--- src/hdl/lmcr_map.vh ---
// Purpose: Constants for the mission control register bank
// Assumes: 8-bit registers, byte addresses on the register port
// Notes:   Times in ns, cycle counts derived at 100 MHz
`ifndef LMCR_MAP_VH
`define LMCR_MAP_VH

// ====
// Register addresses
`define LMCR_ADDR_W        10
`define LMCR_TOD_FIRST     10'h000
`define LMCR_TOD_LAST      10'h006
`define LMCR_ALM_SEC       10'h007
`define LMCR_ALM_MIN       10'h008
`define LMCR_ALM_HOUR      10'h009
`define LMCR_ALM_DAY       10'h00A
`define LMCR_INTERVAL      10'h00D
`define LMCR_CONTROL       10'h00E
`define LMCR_DELAY_LO      10'h012
`define LMCR_DELAY_HI      10'h013
`define LMCR_STATUS        10'h014

// ====
// Control fields
`define LMCR_CTL_OSC_STOP  7
`define LMCR_CTL_CLR_ARM   6
`define LMCR_CTL_PIN_START 4
`define LMCR_CTL_WRAP      3
`define LMCR_CTL_TL_IE     2
`define LMCR_CTL_TH_IE     1
`define LMCR_CTL_ALM_IE    0
`define LMCR_CTL_MASK      8'hDF
`define LMCR_CTL_RESET     8'h00

// ====
// Status fields
`define LMCR_ST_DONE       7
`define LMCR_ST_WIPED      6
`define LMCR_ST_ACTIVE     5
`define LMCR_ST_SAMPLING   4
`define LMCR_ST_BATLOW     3
`define LMCR_ST_TLOW       2
`define LMCR_ST_THIGH      1
`define LMCR_ST_ALARM      0

// ====
// Alarm mask bit and commands
`define LMCR_ALM_MASK_BIT  7
`define LMCR_CMD_CLEAR     8'hC1
`define LMCR_CMD_READ_DATA 8'hD2

// ====
// Timing
`define LMCR_PIN_HOLD_NS   500000000
`define LMCR_SIP_MAX_NS    750000000
`define LMCR_SIP_GAP_NS    250000000
`define LMCR_PIN_HOLD_CYC  (`LMCR_PIN_HOLD_NS / 10)
`define LMCR_SIP_MAX_CYC   (`LMCR_SIP_MAX_NS / 10)
`define LMCR_SIP_GAP_CYC   ((`LMCR_SIP_GAP_NS + 9) / 10)
`define LMCR_LOG_DEPTH     2048

`endif

--- src/hdl/lmcr_mission_regs.v ---
// Purpose: Mission control and status registers of the data logger
// Assumes: Command decoder and RTC on mclk_in; pins asynchronous
// Notes:   Converters and memories live outside this block
`timescale 1ns/100ps
`default_nettype none
`include "lmcr_map.vh"

// Operation
// - Alarm masks select fields that are ignored
// - Mask is bit 7 of each alarm register
// - Oscillator stops only on battery, idle, set
// - Armed Clear Memory wipes data, disarms
// - Other command after arm only disarms
// - Pin start needs interval and 0.5 s low
// - Nonzero interval write starts when pin start off
// - First sample waits for start delay
// - Wrap mode restarts datalog at entry zero
// - Full without wrap stops writes, keeps sampling
// - Enabled flags drive the active-low interrupt
// - Measure done clears on read, sets when converted
// - Memory wiped set by clear, cleared on start
// - Logging active set by write or pin start
// - Clear or timekeeping/control write stops mission
// - Host writing zero stops logging, one ignored
// - Sampling active at most 750 ms, 250 ms gap
// - Battery low follows exhausted battery input
// - Temperature flags sticky until written zero
// - Time alarm flag sticky until written zero
// - Interval in minutes, writable only when wiped
// - Start delay counts down on minute rollovers
module lmcr_mission_regs #(
    parameter PIN_HOLD_CYC = `LMCR_PIN_HOLD_CYC,
    parameter SIP_MAX_CYC  = `LMCR_SIP_MAX_CYC,
    parameter SIP_GAP_CYC  = `LMCR_SIP_GAP_CYC,
    parameter LOG_DEPTH    = `LMCR_LOG_DEPTH,
    parameter LOG_AW       = 11
) (
    input  wire                    mclk_in,
    input  wire                    resetn_in,
    input  wire                    reg_wr_in,
    input  wire [`LMCR_ADDR_W-1:0] reg_addr_in,
    input  wire [7:0]              reg_wdata_in,
    output wire [7:0]              reg_rdata_out,
    input  wire                    cmd_valid_in,
    input  wire [7:0]              cmd_code_in,
    input  wire                    sec_tick_in,
    input  wire [7:0]              tod_sec_in,
    input  wire [7:0]              tod_min_in,
    input  wire [7:0]              tod_hour_in,
    input  wire [7:0]              tod_day_in,
    input  wire                    conv_done_in,
    input  wire                    temp_low_hit_in,
    input  wire                    temp_high_hit_in,
    input  wire                    vcc_present_in,
    input  wire                    vbat_low_in,
    input  wire                    start_status_pin_in,
    output wire                    irq_n_out,
    output wire                    osc_run_out,
    output wire                    logging_active_out,
    output wire                    sampling_active_out,
    output wire                    sample_start_out,
    output wire                    clear_mem_out,
    output wire                    log_wr_out,
    output wire [LOG_AW-1:0]       log_addr_out
);

    // ====
    // Helpers
    function field_ok;
        input [7:0] alarm;
        input [7:0] now;
        begin
            field_ok = alarm[`LMCR_ALM_MASK_BIT] |
                       (alarm[6:0] == now[6:0]);
        end
    endfunction

    function is_addr;
        input [`LMCR_ADDR_W-1:0] a;
        input [`LMCR_ADDR_W-1:0] b;
        begin
            is_addr = reg_wr_in & (a == b);
        end
    endfunction

    // ====
    // State
    reg [7:0]        ctl_reg;
    reg [7:0]        alm_sec_reg, alm_min_reg, alm_hour_reg, alm_day_reg;
    reg [7:0]        interval_reg;
    reg [15:0]       delay_reg;
    reg              done_reg, wiped_reg, active_reg, sip_reg;
    reg              batlow_reg, tlow_reg, thigh_reg, alarm_reg;
    reg              bat_s1_reg, bat_s2_reg, pin_s1_reg, pin_s2_reg;
    reg [31:0]       pin_cnt_reg;
    reg              pin_fired_reg;
    reg              first_wait_reg;
    reg [7:0]        min_cnt_reg;
    reg [31:0]       sip_cnt_reg, gap_cnt_reg;
    reg              pend_reg;
    reg              irq_n_reg, osc_reg, start_reg, clear_reg, log_wr_reg;
    reg [LOG_AW-1:0] log_addr_reg;
    reg              full_reg;
    reg [7:0]        rdata_reg;

    // ====
    // Decode
    wire cmd_clear  = cmd_valid_in & (cmd_code_in == `LMCR_CMD_CLEAR);
    wire cmd_read   = cmd_valid_in & (cmd_code_in == `LMCR_CMD_READ_DATA);
    wire do_wipe    = cmd_clear & ctl_reg[`LMCR_CTL_CLR_ARM];
    wire wr_status  = is_addr(reg_addr_in, `LMCR_STATUS);
    wire wr_ctl     = is_addr(reg_addr_in, `LMCR_CONTROL);
    wire wr_int     = is_addr(reg_addr_in, `LMCR_INTERVAL) & wiped_reg;
    wire wr_tod     = reg_wr_in & (reg_addr_in <= `LMCR_ALM_DAY);
    wire pin_start  = ctl_reg[`LMCR_CTL_PIN_START];
    wire rollover   = sec_tick_in & (tod_sec_in == 8'h00);
    wire tod_match  = sec_tick_in &
                      field_ok(alm_sec_reg, tod_sec_in) &
                      field_ok(alm_min_reg, tod_min_in) &
                      field_ok(alm_hour_reg, tod_hour_in) &
                      field_ok(alm_day_reg, tod_day_in);
    wire start_wr   = wr_int & ~pin_start &
                      (reg_wdata_in != 8'h00);
    wire start_pin  = pin_start & (interval_reg != 8'h00) & ~active_reg &
                      ~pin_fired_reg &
                      (pin_cnt_reg >= PIN_HOLD_CYC - 1);
    wire stop_req   = do_wipe | wr_tod | wr_ctl |
                      (wr_status & ~reg_wdata_in[`LMCR_ST_ACTIVE]);
    wire go         = (start_wr | start_pin) & ~active_reg;
    wire sample_due = active_reg & rollover & ~first_wait_reg &
                      (min_cnt_reg == 8'h01);
    wire first_due  = active_reg & rollover & first_wait_reg &
                      (delay_reg == 16'h0000);
    wire req        = (sample_due | first_due | cmd_read | pend_reg);
    wire can_start  = ~sip_reg & (gap_cnt_reg == 32'd0);
    wire fire       = req & can_start;

    // ====
    // Synchronisers for pins
    always @(posedge mclk_in) begin
        if (!resetn_in) begin
            bat_s1_reg <= 1'b0;
            bat_s2_reg <= 1'b0;
            pin_s1_reg <= 1'b1;
            pin_s2_reg <= 1'b1;
        end else begin
            bat_s1_reg <= vbat_low_in;
            bat_s2_reg <= bat_s1_reg;
            pin_s1_reg <= start_status_pin_in;
            pin_s2_reg <= pin_s1_reg;
        end
    end

    // ====
    // Configuration registers
    always @(posedge mclk_in) begin
        if (!resetn_in) begin
            ctl_reg      <= `LMCR_CTL_RESET;
            alm_sec_reg  <= 8'h00;
            alm_min_reg  <= 8'h00;
            alm_hour_reg <= 8'h00;
            alm_day_reg  <= 8'h00;
            interval_reg <= 8'h00;
            delay_reg    <= 16'h0000;
        end else begin
            if (wr_ctl)
                ctl_reg <= reg_wdata_in & `LMCR_CTL_MASK;
            else if (cmd_valid_in)
                ctl_reg[`LMCR_CTL_CLR_ARM] <= 1'b0;
            if (is_addr(reg_addr_in, `LMCR_ALM_SEC))
                alm_sec_reg <= reg_wdata_in;
            if (is_addr(reg_addr_in, `LMCR_ALM_MIN))
                alm_min_reg <= reg_wdata_in;
            if (is_addr(reg_addr_in, `LMCR_ALM_HOUR))
                alm_hour_reg <= reg_wdata_in;
            if (is_addr(reg_addr_in, `LMCR_ALM_DAY))
                alm_day_reg <= reg_wdata_in;
            if (do_wipe)
                interval_reg <= 8'h00;
            else if (wr_int)
                interval_reg <= reg_wdata_in;
            if (do_wipe)
                delay_reg <= 16'h0000;
            else if (is_addr(reg_addr_in, `LMCR_DELAY_LO))
                delay_reg[7:0] <= reg_wdata_in;
            else if (is_addr(reg_addr_in, `LMCR_DELAY_HI))
                delay_reg[15:8] <= reg_wdata_in;
            else if (active_reg & first_wait_reg & rollover &
                     (delay_reg != 16'h0000))
                delay_reg <= delay_reg - 16'h0001;
        end
    end

    // ====
    // Mission sequencing
    always @(posedge mclk_in) begin
        if (!resetn_in) begin
            active_reg     <= 1'b0;
            wiped_reg      <= 1'b1;
            first_wait_reg <= 1'b0;
            min_cnt_reg    <= 8'h00;
            pin_cnt_reg    <= 32'd0;
            pin_fired_reg  <= 1'b0;
            log_addr_reg   <= {LOG_AW{1'b0}};
            full_reg       <= 1'b0;
            log_wr_reg     <= 1'b0;
            clear_reg      <= 1'b0;
        end else begin
            clear_reg  <= do_wipe;
            log_wr_reg <= 1'b0;
            if (pin_s2_reg) begin
                pin_cnt_reg   <= 32'd0;
                pin_fired_reg <= 1'b0;
            end else if (start_pin) begin
                pin_fired_reg <= 1'b1;
            end else if (pin_cnt_reg < PIN_HOLD_CYC) begin
                pin_cnt_reg <= pin_cnt_reg + 32'd1;
            end
            if (stop_req) begin
                active_reg <= 1'b0;
            end else if (go) begin
                active_reg     <= 1'b1;
                first_wait_reg <= 1'b1;
            end
            if (do_wipe)
                wiped_reg <= 1'b1;
            else if (go & ~stop_req)
                wiped_reg <= 1'b0;
            if (first_due) begin
                first_wait_reg <= 1'b0;
                min_cnt_reg    <= interval_reg;
            end else if (sample_due) begin
                min_cnt_reg <= interval_reg;
            end else if (active_reg & rollover & ~first_wait_reg &
                         (min_cnt_reg != 8'h00)) begin
                min_cnt_reg <= min_cnt_reg - 8'h01;
            end
            if (do_wipe) begin
                log_addr_reg <= {LOG_AW{1'b0}};
                full_reg     <= 1'b0;
            end else if (conv_done_in & active_reg & sip_reg) begin
                if (~full_reg | ctl_reg[`LMCR_CTL_WRAP]) begin
                    log_wr_reg   <= 1'b1;
                    log_addr_reg <= log_addr_reg;
                end
            end else if (log_wr_reg) begin
                if (log_addr_reg == LOG_DEPTH - 1) begin
                    log_addr_reg <= {LOG_AW{1'b0}};
                    full_reg     <= 1'b1;
                end else begin
                    log_addr_reg <= log_addr_reg + {{(LOG_AW-1){1'b0}}, 1'b1};
                end
            end
        end
    end

    // ====
    // Conversion timing and status flags
    always @(posedge mclk_in) begin
        if (!resetn_in) begin
            sip_reg     <= 1'b0;
            sip_cnt_reg <= 32'd0;
            gap_cnt_reg <= 32'd0;
            pend_reg    <= 1'b0;
            start_reg   <= 1'b0;
            done_reg    <= 1'b0;
            tlow_reg    <= 1'b0;
            thigh_reg   <= 1'b0;
            alarm_reg   <= 1'b0;
            batlow_reg  <= 1'b0;
        end else begin
            start_reg  <= fire;
            pend_reg   <= req & ~fire;
            batlow_reg <= bat_s2_reg;
            if (fire) begin
                sip_reg     <= 1'b1;
                sip_cnt_reg <= 32'd0;
            end else if (sip_reg & (conv_done_in |
                         (sip_cnt_reg >= SIP_MAX_CYC - 1))) begin
                sip_reg     <= 1'b0;
                gap_cnt_reg <= SIP_GAP_CYC;
            end else if (sip_reg) begin
                sip_cnt_reg <= sip_cnt_reg + 32'd1;
            end else if (gap_cnt_reg != 32'd0) begin
                gap_cnt_reg <= gap_cnt_reg - 32'd1;
            end
            if (sip_reg & conv_done_in)
                done_reg <= 1'b1;
            else if (cmd_read)
                done_reg <= 1'b0;
            if (temp_low_hit_in)
                tlow_reg <= 1'b1;
            else if (wr_status & ~reg_wdata_in[`LMCR_ST_TLOW])
                tlow_reg <= 1'b0;
            if (temp_high_hit_in)
                thigh_reg <= 1'b1;
            else if (wr_status & ~reg_wdata_in[`LMCR_ST_THIGH])
                thigh_reg <= 1'b0;
            if (tod_match)
                alarm_reg <= 1'b1;
            else if (wr_status & ~reg_wdata_in[`LMCR_ST_ALARM])
                alarm_reg <= 1'b0;
        end
    end

    // ====
    // Outputs and read data
    always @(posedge mclk_in) begin
        if (!resetn_in) begin
            irq_n_reg <= 1'b1;
            osc_reg   <= 1'b1;
            rdata_reg <= 8'h00;
        end else begin
            irq_n_reg <= ~((tlow_reg  & ctl_reg[`LMCR_CTL_TL_IE]) |
                           (thigh_reg & ctl_reg[`LMCR_CTL_TH_IE]) |
                           (alarm_reg & ctl_reg[`LMCR_CTL_ALM_IE]));
            osc_reg <= vcc_present_in | active_reg |
                       ~ctl_reg[`LMCR_CTL_OSC_STOP];
            case (reg_addr_in)
                `LMCR_ALM_SEC:  rdata_reg <= alm_sec_reg;
                `LMCR_ALM_MIN:  rdata_reg <= alm_min_reg;
                `LMCR_ALM_HOUR: rdata_reg <= alm_hour_reg;
                `LMCR_ALM_DAY:  rdata_reg <= alm_day_reg;
                `LMCR_INTERVAL: rdata_reg <= interval_reg;
                `LMCR_CONTROL:  rdata_reg <= ctl_reg;
                `LMCR_DELAY_LO: rdata_reg <= delay_reg[7:0];
                `LMCR_DELAY_HI: rdata_reg <= delay_reg[15:8];
                `LMCR_STATUS:   rdata_reg <= {done_reg, wiped_reg,
                                              active_reg, sip_reg,
                                              batlow_reg, tlow_reg,
                                              thigh_reg, alarm_reg};
                default:        rdata_reg <= 8'h00;
            endcase
        end
    end

    assign reg_rdata_out       = rdata_reg;
    assign irq_n_out           = irq_n_reg;
    assign osc_run_out         = osc_reg;
    assign logging_active_out  = active_reg;
    assign sampling_active_out = sip_reg;
    assign sample_start_out    = start_reg;
    assign clear_mem_out       = clear_reg;
    assign log_wr_out          = log_wr_reg;
    assign log_addr_out        = log_addr_reg;

endmodule // lmcr_mission_regs
`default_nettype wire

--- config.mk ---
export PLATFORM = sky130hd
export DESIGN_NAME = lmcr_mission_regs
export DESIGN_NICKNAME = d
export VERILOG_FILES = /design/src/hdl/lmcr_mission_regs.v
export VERILOG_INCLUDE_DIRS = /design/src /design/src/hdl
export SDC_FILE = /design/constraint.sdc
export NUM_CORES = 1
export LEC_CHECK = 0
export BUFFER_PORTS_ARGS = -buffer_cell sky130_fd_sc_hd__buf_2
export CELL_PAD_IN_SITES_DETAIL_PLACEMENT = 0
export CELL_PAD_IN_SITES_GLOBAL_PLACEMENT = 1
export CORE_AREA = 2 2 167 169
export CTS_CLUSTER_DIAMETER = 80
export CTS_CLUSTER_SIZE = 10
export DETAILED_ROUTE_END_ITERATION = 7
export DIE_AREA = 0 0 169 171
export GPL_ROUTABILITY_DRIVEN = 0
export GPL_TIMING_DRIVEN = 0
export PLACE_DENSITY_LB_ADDON = 0.1
export SETUP_SLACK_MARGIN = 0.15
export SLEW_MARGIN = 10
export SYNTH_ARGS = -nofsm -noshare
export SYNTH_HDL_FRONTEND = slang
export SYNTH_SLANG_ARGS = --single-unit
--- constraint.sdc ---
create_clock -name mclk_in -period 7.1 [get_ports mclk_in]
set_clock_uncertainty 0.05 [all_clocks]
set_input_delay 0.71 -clock mclk_in [delete_from_list [all_inputs] [get_ports mclk_in]]
set_output_delay 0.71 -clock mclk_in [all_outputs]
set_load 0.01 [all_outputs]
### After elaboration in Yosys (flattened, before gate mapping)

Index checks and enable logic that the tools add are counted.

* flip-flop bits (word level): 207
* word-level logic and storage cells: 208
* input bits: 69

* add/subtract/negate cells: 6
* eq/ne operators: 19
* bitwise gates (word level): 86
* muxes and demuxes: 25
* order comparisons: 4
* reduce and logical (&&, ||, !) cells: 32

Operator list (count)
* 32-bit 2-to-1 mux: 3
* 8-bit one-hot mux with 9 select lines: 1
* 32-bit by 1-bit adder with 32-bit output (second input constant): 2
* 1-bit bitwise AND: 50
* 10-bit by 4-bit equality test with 1-bit output (second input constant): 5
* 8-bit 2-to-1 mux: 6
* 32-bit by 26-bit >= comparator with 1-bit output (second input constant): 1
* 32-bit by 27-bit >= comparator with 1-bit output (second input constant): 1
* 32-bit logical NOT: 1
* 32-bit by 26-bit < comparator with 1-bit output (second input constant): 1
* 32-bit nonzero test: 1
* 32-bit by 1-bit subtractor with 32-bit output (second input constant): 1
* 10-bit by 5-bit equality test with 1-bit output (second input constant): 3
* 7-bit equality test: 4
* 8-bit nonzero test: 3
* 1-bit NOT: 19
* 2-bit nonzero test: 9
* 1-bit bitwise OR: 17
* 8-bit equality test (second input constant): 2
* 16-bit logical NOT: 1
* 16-bit 2-to-1 mux: 1
* 16-bit nonzero test: 1
* 16-bit by 1-bit subtractor with 16-bit output (second input constant): 1
* 1-bit 2-to-1 mux: 13
* other kinds (15): 25

### Depth between registers and ports, before layout

* depth after elaboration: 11
* mapped depth: 10
* gate-level depth less buffers: 8

### Worst setup path before layout

No wires, ideal clock.

* path type: input to register
* start point: input port reg_addr_in[5]
* end point: register wiped_reg
* cell stages on the path: 7
* path slack: 4.234 ns
* path buffers: 1
* arrival time: 2.676 ns
* library setup time: 0.140 ns
* path through: or4_1 > nor4_2 > nand4_1 > clkbuf_1 > a211o_1 > nand2_1 > a41oi_1

* word-level cells in the longest chain between the ends: 8

Ends and longest elaborated chain
* from (decl): line lmcr_mission_regs.v:41 `` input wire [`LMCR_ADDR_W-1:0] reg_addr_in, ``
* parallel branches: the longest is 7 deep, another holds 10-bit by 4-bit <= comparator with 1-bit output
* 1-bit bitwise AND *: line lmcr_mission_regs.v:227 `else if (go & ~stop_req)`
* to (signal assigned): line lmcr_mission_regs.v:199 `wiped_reg <= 1'b1;`
* to (signal assigned): line lmcr_mission_regs.v:226 `wiped_reg <= 1'b1;`
* to (signal assigned): line lmcr_mission_regs.v:228 `wiped_reg <= 1'b0;`
* to (decl): line lmcr_mission_regs.v:92 `reg done_reg, wiped_reg, active_reg, sip_reg;`

Mark *: on every way between the ends.
A chain may end at the register's enable or synchronous reset.

### Worst setup path in the final report

* start point: register gap_cnt_reg[24]
* end point: register sip_cnt_reg[21]

* word-level cells in the longest chain between the ends: 4

Ends and longest elaborated chain
* from (decl): line lmcr_mission_regs.v:99 `reg [31:0] sip_cnt_reg, gap_cnt_reg;`
* from (signal assigned): line lmcr_mission_regs.v:285 `gap_cnt_reg <= gap_cnt_reg - 32'd1;`
* 32-bit logical NOT: line lmcr_mission_regs.v:135 `wire can_start = ~sip_reg & (gap_cnt_reg == 32'd0);`
* 1-bit bitwise AND: line lmcr_mission_regs.v:135
* 1-bit bitwise AND: line lmcr_mission_regs.v:136 `wire fire = req & can_start;`
* 2-bit OR reduction (no source line)
* to (signal assigned): line lmcr_mission_regs.v:283 `sip_cnt_reg <= sip_cnt_reg + 32'd1;`
* to (decl): line lmcr_mission_regs.v:99

No other way between the ends.

==> metrics <==
number of detailed-route iterations in the first pass 8; top cells by area in the synthesized netlist sky130_fd_sc_hd__dfxtp_1 39%, sky130_fd_sc_hd__nor2_1 5.3%, sky130_fd_sc_hd__xnor2_1 4.8%, sky130_fd_sc_hd__nand2_1 4.6%, sky130_fd_sc_hd__a21oi_1 4.5%; synthesized netlist cell count 1,299; average vias per placed instance 5.67; total congestion overflow after global routing 0; slowest stage delay, CP 0.59 ns; std cell rows 61; Syn Nets 1,378; simple-gate area share of the yosys netlist 0.287; library cell used as clock root buffer sky130_fd_sc_hd__clkbuf_16; number of buffers between clock root and the deepest sink 3; area share of the largest cell type after synthesis 0.386; combinational family with the most area after synthesis simple AND/OR/NAND/NOR gates; post-CTS setup-driven buffer insertion count 0; number of storage elements in the synthesis netlist 207; list of cells traversed by the critical path or4_1, clkbuf_1, or4_1, nor4_1, o21ai_1, nand2_1, buf_2, nor2_1; area share of fa/ha/maj cells after synthesis 0.0116; starting DRC count in detailed routing 616; maximum fanout encountered on the critical timing path 10; netlist area before placement 10,700 sq um; ratio of cells with drive above 1 in the final layout 0.126; final cycle utilization of the critical path 0.479; tightest slew margin relative to the limit 0.238; wire length per cell 19.1 um; synthesized area per cell 8.27 sq um; achievable clock frequency 0.294 GHz; post-synth top area cell sky130_fd_sc_hd__dfxtp_1; total number of nets in the final design 1,485; CTS resizes 0; leakage power 4.44 nW; most prevalent standard cell on the critical path sky130_fd_sc_hd__or4_1; most used flip-flop cell after synthesis sky130_fd_sc_hd__dfxtp_1; compound-gate portion of the synthesized area 0.176; Commonest cells post-synth 207 x sky130_fd_sc_hd__dfxtp_1, 152 x sky130_fd_sc_hd__nor2_1, 132 x sky130_fd_sc_hd__nand2_1; outcome finished clean; number of different library cells in the post-synthesis netlist 82; most frequently used cell type in the post-synthesis netlist sky130_fd_sc_hd__dfxtp_1; count of port buffers added during placement 81; number of synthesized flops with an enable pin 0; total die area 28,900 sq um; Worst VDD drop 187 uV; number of max-cap violations 0; slowest CP cell sky130_fd_sc_hd__nor4_1; Synth Warn # 0; time the final worst path needs with I/O delays and setup 3.40 ns; share of cell area taken by muxes after synthesis 0.0327; Remaining DRCs 0; sinks on the clock net 207; arrival time of data at the critical path endpoint 3.74 ns; kind of critical path reg -> reg; remaining antenna violation count 0; CTS tree built; Initial Util 0.393; GRT Util Overall 0.230; total wire length 33,400 um; worst min-delay path category in -> reg; worst hold slack after final layout 0.353 ns; Async SR Flop Fraction 0; number of antenna violations at the first check in global routing 1; max-slew violations 0; power per unit of standard cell area 266 nW/um^2; H-tree levels 1; Hold-fix buffers, CTS 0; number of top-level pins 95; floorplan die height 171 um; total negative slack for setup checks 0 ns; Clock transition at path regs 0.06 ns; total half-perimeter wirelength after legalization and detailed placement 24,500 um; register area share after synthesis 0.386; Worst EP required 7.44 ns; worst slew pin tran 1.14 ns; endpoints failing hold 0; TritonCTS buffer count 24; XOR/XNOR Fraction of Synth Area 0.0733; growth of design area from synthesis to finish 13.8%; element type at the critical path end flop; total number of vias 9,947; buffers plus inverters on the worst setup path 2; antenna cells 0; global-route wire length before repair 52,600 um; unrepaired setup endpoints after global routing no; total core area 27,300 sq um; width of the die 169 um; Top delay family on crit path simple AND/OR/NAND/NOR gates; via count of the first global-routing pass 9,325; largest net degree at the start of global routing 12; final count of negative-setup-slack endpoints 0; CP Launch Type flop; clock latency on the worst-skew pair 0.52 ns
[path summary, 6_finish.rpt]
kind                                     startpoint         endpoint  slack [ns]  cells past startpoint
worst max-delay path                gap_cnt_reg[24]  sip_cnt_reg[21]        3.70                      8
worst min register to register           bat_s1_reg       bat_s2_reg        0.38                      1
worst max register to register      gap_cnt_reg[24]  sip_cnt_reg[21]        3.70                      8
worst min-delay path            start_status_pin_in       pin_s1_reg        0.35                      2
[power breakdown]
group	total, mW	internal [mW]	switching [mW]
logic	0.812	0.306	0.505
clock network	1.10	0.627	0.468
registers	1.34	1.24	0.0994
[routing by layer]
metal | GRT usage | vias to the layer above | share of wire
li1 | - | 4949 | -
met1 | 0.330 | 4666 | 0.49
met2 | 0.360 | 277 | 0.44
met3 | 0.0280 | 55 | 0.051
met4 | 0.0684 | 0 | 0.027
met5 | 0 | - | 0
[final cells by class]
class	instances	area [sq um]
fill	2802	15100
sequential	207	4140
inverter	18	67.6
clock buffer	27	643
multi-input combinational	999	6230
buffer	75	300
tap	346	433
timing repair buffer	81	405
[cell families (layout without fill, tap and decap cells)]
| kind of cell | after synthesis | in the layout |
|---|---|---|
| fa+ha+maj | 10 | 10 |
| xor+xnor | 90 | 90 |
| buf+inv | 93 | 201 |
| simple gates | 584 | 584 |
| compound gates | 282 | 282 |
| flops | 207 | 207 |
| mux | 33 | 33 |
[through the flow]
step / cell area [sq um] / utilization / setup WS (ns) / total power, mW / instances
floorplan: 10700 / - / 4.23 / 1.94 / 1299
global placement: 11600 / 0.424 / 3.53 / 2.16 / 1726
detailed placement: 11600 / 0.424 / 3.56 / 2.17 / 1726
CTS: 12200 / 0.448 / 3.71 / 3.27 / 1753
global route: 12200 / 0.448 / 3.44 / 3.42 / 1753
finish: 12200 / 0.448 / 3.70 / 3.25 / 1753
[layout by cell type, fill, tap and decap left out, types with 19 or more instances in the layout]
cell type,count
sky130_fd_sc_hd__dfxtp_1,207
sky130_fd_sc_hd__nor2_1,152
sky130_fd_sc_hd__nand2_1,132
sky130_fd_sc_hd__a21oi_1,97
sky130_fd_sc_hd__buf_2,88
sky130_fd_sc_hd__nand3_1,64
sky130_fd_sc_hd__clkbuf_1,62
sky130_fd_sc_hd__xnor2_1,59
sky130_fd_sc_hd__nor3_1,42
sky130_fd_sc_hd__o21ai_0,40
sky130_fd_sc_hd__xor2_1,31
sky130_fd_sc_hd__nor4_1,26
sky130_fd_sc_hd__clkbuf_16,25
sky130_fd_sc_hd__nand4_1,19
No activity file was read; power rests on OpenSTA's default activity.
